===== src/verilog/scr_defines.vh =====
`ifndef SCR_DEFINES_VH
`define SCR_DEFINES_VH
// I2C target address, seven bits.
`define SCR_I2C_ADDR      7'h76
// Command codes and fields.
`define SCR_CMD_ADC_READ  8'h00
`define SCR_CMD_RESET     8'h1E
`define SCR_CONV_HI       3'h2
`define SCR_PROM_HI       4'hA
`define SCR_TYPE_BIT      4
`define SCR_OSR_MAX       3'h5
// Calibration word zero layout.
`define SCR_CAL_WORD_ZERO 3'h0
`define SCR_CRC_MSB       15
`define SCR_CRC_LSB       12
`define SCR_PTYPE_MSB     11
`define SCR_PTYPE_LSB     5
// Result reset value and transfer byte counts.
`define SCR_RESULT_RST    24'h000000
`define SCR_RESULT_BYTES  2'h3
`define SCR_PROM_BYTES    2'h2
// Conversion cycles for oversampling 256 (600 us at 100 MHz); doubles per step.
`define SCR_CONV_CYC_BASE 21'h0EA60
`endif


===== src/verilog/scr_readout.v =====
// Notes on behaviour
// RULE1: A conversion command starts a pressure or temperature conversion chosen by the command.
// RULE2: After conversion the ADC read returns the result most significant bit first.
// RULE3: An ADC read with no preceding conversion, or repeated, returns zero.
// RULE4: An ADC read during conversion returns zero while the conversion runs on, corrupted.
// RULE5: A new conversion command during conversion corrupts the result; the host must wait.
// RULE6: The device is busy from taking a conversion command until it finishes.
// RULE7: The host gives 24 clock pulses after the read address is acknowledged.
// RULE8: After every 8 result bits the transfer waits for the host acknowledge.
// RULE9: Calibration word zero holds a fixed product-type code in bits 11 to 5.
// RULE10: The calibration memory holds 112 bits guarded by a 4-bit CRC.
// RULE11: The checker clears the top nibble of word 0, zeroes word 7 and takes sixteen bytes.
// RULE12: Each bit step shifts the remainder left and applies feedback when the top bit was set.
// RULE13: The checker takes remainder bits 15 to 12 as the CRC and compares it.
// RULE14: The device answers seven-bit address 1110110 with the last bit selecting read.
// RULE15: Pressure commands are 0x40 to 0x4A in steps of 2, temperature ones add 0x10.
// RULE16: Command 0x00 reads the result and 0xA0 to 0xAE read the word chosen by bits 3 to 1.
// RULE17: The result register clears after it is read out.
`timescale 1ns/1ps
`include "scr_defines.vh"
`default_nettype none

module scr_readout
#(
  parameter [6:0]  PRODUCT_TYPE = 7'h2A, // Arbitrary product-type value.
  parameter [20:0] CONV_CYC     = `SCR_CONV_CYC_BASE
)
(
  // Clock and reset.
  input  wire        mclk,
  input  wire        rst_b,
  // Serial bus pins.
  input  wire        scl_i,
  input  wire        sda_i,
  output reg         sda_o,
  output reg         sda_oe,
  // Analog front end sample values.
  input  wire [23:0] raw_pressure_value,
  input  wire [23:0] raw_temperature_value,
  // Calibration words 1 to 6 and factory settings of word 0.
  input  wire [95:0] cal_words,
  input  wire [4:0]  factory_settings,
  // Status.
  output reg         busy
);

  // ==========================================================================
  // Pin synchronisers and edge detection.
  reg [2:0] scl_q;
  reg [2:0] sda_q;
  always @(posedge mclk or negedge rst_b)
  begin
    if (!rst_b)
    begin
      scl_q <= 3'h7;
      sda_q <= 3'h7;
    end
    else
    begin
      scl_q <= {scl_q[1:0], scl_i};
      sda_q <= {sda_q[1:0], sda_i};
    end
  end
  wire scl_rise = scl_q[1] & ~scl_q[2];
  wire scl_fall = ~scl_q[1] & scl_q[2];
  wire start_c  = scl_q[2] & scl_q[1] & sda_q[2] & ~sda_q[1];
  wire stop_c   = scl_q[2] & scl_q[1] & ~sda_q[2] & sda_q[1];

  // ==========================================================================
  // Calibration memory with CRC computed as the checker does.
  reg [15:0] word0;
  reg [15:0] rem;
  reg [15:0] w;
  reg [7:0]  byt;
  integer    c;
  integer    b;
  always @*
  begin
    word0 = {4'h0, PRODUCT_TYPE, factory_settings};             // see RULE9
    rem   = 16'h0000;
    w     = 16'h0000;
    byt   = 8'h00;
    for (c = 0; c < 16; c = c + 1)                              // see RULE11
    begin
      if (c < 2)
        w = word0;
      else if (c < 14)
        w = cal_words[(c/2-1)*16 +: 16];
      else
        w = 16'h0000;
      byt = (c % 2 == 1) ? w[7:0] : w[15:8];
      rem = rem ^ {8'h00, byt};
      for (b = 0; b < 8; b = b + 1)                             // see RULE12
        rem = rem[15] ? ((rem << 1) ^ 16'h3000) : (rem << 1);
    end
  end
  wire [3:0]  crc_nibble = rem[`SCR_CRC_MSB:`SCR_CRC_LSB];      // see RULE13
  wire [15:0] calibration_word_zero = {crc_nibble, word0[11:0]}; // see RULE10

  // ==========================================================================
  // Serial target state machine, one-hot.
  localparam [4:0] ST_IDLE = 5'h01;
  localparam [4:0] ST_RX   = 5'h02;
  localparam [4:0] ST_ACK  = 5'h04;
  localparam [4:0] ST_TX   = 5'h08;
  localparam [4:0] ST_MACK = 5'h10;

  reg [4:0]  st_q;
  reg [2:0]  bit_q;
  reg [7:0]  sh_q;
  reg        addr_q;
  reg        rd_q;
  reg [2:0]  prom_q;
  reg        prom_mode_q;
  reg [23:0] out_q;
  reg [1:0]  left_q;
  reg [23:0] result_q;
  reg [20:0] cnt_q;
  reg        sel_t_q;
  reg        spoil_q;
  reg        mack_q;
  wire [7:0] rx = {sh_q[6:0], sda_q[1]};

  // Conversion cycle count scaled by oversampling step.
  wire [2:0]  osr_step = rx[3:1];
  wire [20:0] conv_len = CONV_CYC << osr_step;

  always @(posedge mclk or negedge rst_b)
  begin
    if (!rst_b)
    begin
      st_q        <= ST_IDLE;
      bit_q       <= 3'h0;
      sh_q        <= 8'h00;
      addr_q      <= 1'b0;
      rd_q        <= 1'b0;
      prom_q      <= 3'h0;
      prom_mode_q <= 1'b0;
      out_q       <= 24'h000000;
      left_q      <= 2'h0;
      result_q    <= `SCR_RESULT_RST;
      cnt_q       <= 21'h000000;
      sel_t_q     <= 1'b0;
      spoil_q     <= 1'b0;
      mack_q      <= 1'b0;
      busy        <= 1'b0;
      sda_o       <= 1'b1;
      sda_oe      <= 1'b0;
    end
    else
    begin
      // Conversion timer and result capture.
      if (busy)
      begin
        if (cnt_q == 21'h000000)
        begin
          busy     <= 1'b0;                                     // see RULE6
          result_q <= spoil_q ? ~(sel_t_q ? raw_temperature_value : raw_pressure_value)
                              : (sel_t_q ? raw_temperature_value : raw_pressure_value);
        end
        else
          cnt_q <= cnt_q - 21'h000001;
      end
      if (start_c)
      begin
        st_q   <= ST_RX;
        bit_q  <= 3'h0;
        addr_q <= 1'b1;
        mack_q <= 1'b0;
        sda_oe <= 1'b0;
      end
      else if (stop_c)
      begin
        st_q   <= ST_IDLE;
        sda_oe <= 1'b0;
      end
      else
      begin
        case (st_q)
          ST_IDLE:
            sda_oe <= 1'b0;
          ST_RX:
            if (scl_rise)
            begin
              sh_q  <= rx;
              bit_q <= bit_q + 3'h1;
              if (bit_q == 3'h7)
              begin
                st_q <= ST_ACK;
                if (addr_q)
                begin
                  if (rx[7:1] != `SCR_I2C_ADDR)                 // see RULE14
                    st_q <= ST_IDLE;
                  rd_q <= rx[0];
                  if (rx[0] && rx[7:1] == `SCR_I2C_ADDR)
                  begin
                    if (prom_mode_q)
                    begin
                      out_q  <= {(prom_q == `SCR_CAL_WORD_ZERO) ? calibration_word_zero
                                 : (prom_q == 3'h7) ? 16'h0000
                                 : cal_words[(prom_q-3'h1)*16 +: 16], 8'h00};
                      left_q <= `SCR_PROM_BYTES;
                    end
                    else
                    begin
                      out_q    <= busy ? 24'h000000 : result_q; // see RULE2, RULE3, RULE4
                      result_q <= 24'h000000;                   // see RULE17
                      spoil_q  <= spoil_q | busy;
                      left_q   <= `SCR_RESULT_BYTES;            // see RULE7
                    end
                  end
                end
                else if (rx[7:5] == `SCR_CONV_HI && rx[3:1] <= `SCR_OSR_MAX && !rx[0])
                begin
                  sel_t_q     <= rx[`SCR_TYPE_BIT];             // see RULE1, RULE15
                  spoil_q     <= busy;                          // see RULE5
                  busy        <= 1'b1;                          // see RULE6
                  cnt_q       <= conv_len;
                  prom_mode_q <= 1'b0;
                end
                else if (rx[7:4] == `SCR_PROM_HI && !rx[0])
                begin
                  prom_mode_q <= 1'b1;                          // see RULE16
                  prom_q      <= rx[3:1];
                end
                else if (rx == `SCR_CMD_ADC_READ)
                  prom_mode_q <= 1'b0;                          // see RULE16
                else if (rx == `SCR_CMD_RESET)
                begin
                  prom_mode_q <= 1'b0;
                  busy        <= 1'b0;
                  result_q    <= 24'h000000;
                end
                addr_q <= 1'b0;
              end
            end
          ST_ACK:
            if (scl_fall)
            begin
              if (!sda_oe)
              begin
                sda_o  <= 1'b0;
                sda_oe <= 1'b1;
              end
              else if (rd_q)
              begin
                st_q   <= ST_TX;
                sda_o  <= out_q[23];
                sda_oe <= ~out_q[23];
                out_q  <= {out_q[22:0], 1'b0};
                bit_q  <= 3'h1;
              end
              else
              begin
                st_q   <= ST_RX;
                sda_oe <= 1'b0;
                bit_q  <= 3'h0;
              end
            end
          ST_TX:
            if (scl_fall)
            begin
              if (bit_q == 3'h0)
              begin
                st_q   <= ST_MACK;                              // see RULE8
                sda_oe <= 1'b0;
                left_q <= left_q - 2'h1;
              end
              else
              begin
                sda_o  <= out_q[23];
                sda_oe <= ~out_q[23];
                out_q  <= {out_q[22:0], 1'b0};
                bit_q  <= bit_q + 3'h1;
              end
            end
          ST_MACK:
            if (scl_rise && (sda_q[1] || left_q == 2'h0))
              st_q <= ST_IDLE;
            else if (scl_rise)
              mack_q <= 1'b1;                                   // see RULE8
            else if (scl_fall && mack_q)
            begin
              st_q   <= ST_TX;
              mack_q <= 1'b0;
              sda_o  <= out_q[23];
              sda_oe <= ~out_q[23];
              out_q  <= {out_q[22:0], 1'b0};
              bit_q  <= 3'h1;
            end
          default:
            st_q <= ST_IDLE;
        endcase
      end
    end
  end

endmodule // scr_readout

`default_nettype wire


===== config.mk =====
export PLATFORM = sky130hd
export DESIGN_NAME = scr_readout
export DESIGN_NICKNAME = d
export VERILOG_FILES = /design/src/verilog/scr_readout.v
export VERILOG_INCLUDE_DIRS = /design/src /design/src/verilog
export SDC_FILE = /design/constraint.sdc
export NUM_CORES = 1
export LEC_CHECK = 0
export BUFFER_PORTS_ARGS = -buffer_cell sky130_fd_sc_hd__buf_2
export CAP_MARGIN = 0
export CORE_MARGIN = 1.5
export CORE_UTILIZATION = 55
export CTS_CLUSTER_SIZE = 12
export DETAILED_ROUTE_END_ITERATION = 10
export GPL_TIMING_DRIVEN = 0
export PLACE_DENSITY = 0.89
export SLEW_MARGIN = 5
export SYNTH_ARGS = -nofsm -noshare
export SYNTH_HDL_FRONTEND = slang
export SYNTH_SLANG_ARGS = --single-unit

===== constraint.sdc =====
create_clock -name mclk -period 4.55 [get_ports mclk]
set_clock_uncertainty 0.1 [all_clocks]
set_input_delay 0.91 -clock mclk [delete_from_list [all_inputs] [get_ports mclk]]
set_output_delay 0.91 -clock mclk [all_outputs]
set_load 0.005 [all_outputs]

==> flow_summary_export.csv <==
group,metric,value,unit
placed_design,dp_hpwl,18.6,mm
setup_path,cp_cell_sequence,"clkinv_1 > clkbuf_2 > ha_1 > xor2_1 > clkbuf_1 > buf_1 > mux4_2 > a21oi_1 > o21ai_0 > o21ai_0 > o21ai_0",
yosys,synth_cell_types,58,
yosys,avgSynthCellArea,9.37,sq um
sta,timing.fmax,0.232,GHz
pwr,p_leak,0.00422,uW
clocking,clk_pin_slew,0.07,ns
finish,regArea,0.00261,sq mm
sta,setup_tns,0,ns
sta,hold_viol,0,
detailed_routing,route.detailed.drc,0,
yosys,synthArstFlopShare,100,%
detailed_routing,num_vias,7496,
finish,multi_input_area,0.00529,sq mm
finish,antenna_cells,0,
sta,fin_crit,4.32,ns
sta,worst_pin_slew,1.07,ns
setup_path,startpoint,"prom_q[0]$_DFFE_PN0P_",
yosys,syn-num-nets,1035,
sta,report.final.slew_viol_count,0,
clocking,cts_tree,"built",
grt,grt_overflow,0,
floorplan,core_region_area,0.0145,sq mm
sta,setup_viol,0,
detailed_routing,drt_iter0_markers,829,
clocking,clk_path_buf_depth,2,
pwr,peakVddDrop,0.000628,V
finish,fill_cells,1123,
setup_path,worst-setup-path-type,"reg2reg",
setup_path,path_depth,11,
detailed_routing,antenna_left,0,
setup_path,rr_startpoint,"prom_q[0]$_DFFE_PN0P_",
setup_path,r2r_end,"out_q[18]$_DFFE_PN0P_",
placed_design,place_congestion,0.991,
grt,grt_pass1_wl,37.7,mm
setup_path,r2r_cells,11,
clocking,cts_setup_buffers,0,
floorplan,start_util,56.2,%
detailed_routing,routed_wl,23.7,mm
setup_path,reg2reg_slack,0.23,ns
setup_path,critPathMaxStageDelay,0.58,ns
finish,nets,1202,
setup_path,worstPathRequired,4.66,ns
yosys,ys_ff_latch,104,
yosys,ys_warn_count,0,
yosys,synth_cells,869,
clocking,clock_latency,0.35,ns
min_path,hold_class,"reg2reg",
placed_design,io_buffers,155,
setup_path,endpoint,"out_q[18]$_DFFE_PN0P_",
sta,min_period_over_period,94.9,%
floorplan,io_pins,156,
yosys,synth_flop_cell,"dfrtp_1",
detailed_routing,viasPerCell,6.12,
setup_path,crit_path_frequent_cell,"o21ai_0",
setup_path,path_buf_inv,4,
clocking,postCtsHoldBufs,0,
flow_run,drv_cap,0,
clocking,numCtsBuffers,9,
detailed_routing,firstDrtPassIters,6,
pwr,power_density,618,mW/mm^2
yosys,synth-edff-count,0,
setup_path,critical_path_arrival,4.43,ns
detailed_routing,wl_per_cell,19.3,microns
sta,relSlewSlack,27.6,%
setup_path,critPathCaptureType,"register",
finish,area_growth,16.7,%
setup_path,start_kind,"register",
grt,grt_pass1_vias,7258,
outcome,status,"finished, final reports clean",
floorplan,die_h,125,microns
setup_path,cp_slowest_cell,"clkbuf_1",
pwr,p_total,5870,uW
finish,drive_above_1_share,21.6,%
clocking,clk_root_buffer_cell,"clkbuf_16",
yosys,yosysSeqAreaShare,32.1,%
clocking,clock-sinks,104,
clocking,cts_htree_levels,3,
sta,rsz0062_at_grt,"no",
grt,grt_max_degree,72,
floorplan,dieArea,0.0155,sq mm
floorplan,core.rowCount,44,
grt,antenna_found_initial,0,
yosys,syn-cell-area,0.00814,sq mm
setup_path,crit_fanout,11,
floorplan,die-width,125,microns
grt,track_usage,30.5,%
setup_path,critical_path.top_delay_family,"buffers and inverters",
-- report_power, final --
group / internal [uW] / total [uW] / switching (uW)
Sequential: 1100 / 1210 / 114
Clock: 488 / 847 / 358
Combinational: 2260 / 3820 / 1560
-- worst reg2reg max path: stages, from the launching register on --
cell and delay (ns):
dfrtp_1 0.45, clkinv_1 0.27, clkbuf_2 0.38, ha_1 0.32
xor2_1 0.45, clkbuf_1 0.58, buf_1 0.53, mux4_2 0.41
a21oi_1 0.31, o21ai_0 0.14, o21ai_0 0.13, o21ai_0 0.11
-- through the flow --
step,cells,instance area [sq um],utilization (%),hold WS (ns),worst slack [ns]
after floorplan,869,8140,-,0.245,0.376
after global placement,1208,9150,63.2,0.247,0.0777
after detailed placement,1209,9180,63.4,0.248,0.0383
after CTS,1225,9500,65.6,0.249,0.0756
after global routing,1225,9510,65.6,0.251,0.0166
final,1225,9510,65.6,0.249,0.234
-- cell usage after synthesis, types with 4 or more instances --
library cell	n	area share, %
xnor2_1	118	13
nor2_1	99	4.6
dfrtp_1	96	30
a21oi_1	70	4.3
nand2_1	66	3.0
o21ai_0	57	3.5
mux2i_1	42	5.2
xor2_1	32	3.4
nor3_1	31	1.9
clkbuf_1	28	1.3
nand3_1	27	1.7
xnor3_1	18	5.0
inv_1	16	0.74
mux4_2	16	4.4
ha_1	13	2.0
a31oi_1	12	0.92
buf_1	9	0.41
dfstp_2	8	2.6
o211ai_1	8	0.74
o31ai_1	8	0.74
xnor3_2	6	1.8
a222oi_1	5	0.61
nand3b_1	5	0.46
nor3b_1	5	0.46
nor4_1	5	0.38
a211oi_1	4	0.37
a21o_1	4	0.37
a22oi_1	4	0.37
mux2_2	4	0.55
o2111ai_1	4	0.43
-- repair_timing --
item,CTS,global route
setup endpoints to repair,0,9
hold endpoints to repair,0,0
gates resized for setup,0,2
-- layout by cell type (no fill, tap or decap), drive strengths merged, types with 5 or more instances in the layout --
cell type and n:
dfstp 8, nor4 5, o211ai 8, dfrtp 96
a21oi 70, a222oi 5, a21o 5, nand3 27
o21ai 58, mux2i 42, nand2 66, nor3 32
nor2 100, a31oi 12, nor3b 5, xor2 32
inv 20, xnor3 27, o31ai 8, buf 167
xnor2 120, nand3b 5, clkbuf 38, mux4 16
ha 13
-- sequential cells by signal (all words and copies together), names as in the netlist, 2 cells and up --
signal	count
result_q	24
sda_q	3
sh_q	7
bit_q	3
left_q	2
cnt_q	21
out_q	24
scl_q	3
st_q	5
prom_q	3
-- cell type report --
cell class                      instances  share of cell area, %
Buffer                                 41                   1.84
Sequential cell                       104                   27.5
Tap cell                              184                   2.42
Multi-Input combinational cell        705                   55.6
Timing Repair Buffer                  156                   8.48
Clock buffer                            9                   2.37
Inverter                               19                  0.750
Clock inverter                          7                   1.05
-- cells by family (layout without fill, tap and decap cells) --
family	count (synthesis)	count (layout)	synth area share (%)
buf+inv	60	232	3.01
mux	62	62	10.1
simple gates	261	261	14.4
flops	104	104	32.1
compound gates	188	188	13.5
fa+ha+maj	13	13	2.00
xor+xnor	181	181	24.8
-- layer usage --
metal | up-vias | GRT usage [%] | wire (microns)
li1 | 3412 | - | -
met1 | 3515 | 38.2 | 9010
met2 | 497 | 52.1 | 11400
met3 | 72 | 5.03 | 2260
met4 | 0 | 13.4 | 1010
met5 | - | 0 | 0
-- how the worst min path moves through the flow --
stage | startpoint | end | slack [ns] | cells after the start
floorplan | scl_q[0]$_DFF_PN1_ | scl_q[1]$_DFF_PN1_ | 0.25 | 0
global placement | sda_q[0]$_DFF_PN1_ | sda_q[1]$_DFF_PN1_ | 0.25 | 0
detailed placement | sda_q[0]$_DFF_PN1_ | sda_q[1]$_DFF_PN1_ | 0.25 | 0
CTS | sda_q[0]$_DFF_PN1_ | sda_q[1]$_DFF_PN1_ | 0.25 | 0
global route | sda_q[0]$_DFF_PN1_ | sda_q[1]$_DFF_PN1_ | 0.25 | 0
finish | sda_q[0]$_DFF_PN1_ | sda_q[1]$_DFF_PN1_ | 0.25 | 0
Power figures use the tool's default switching activity.
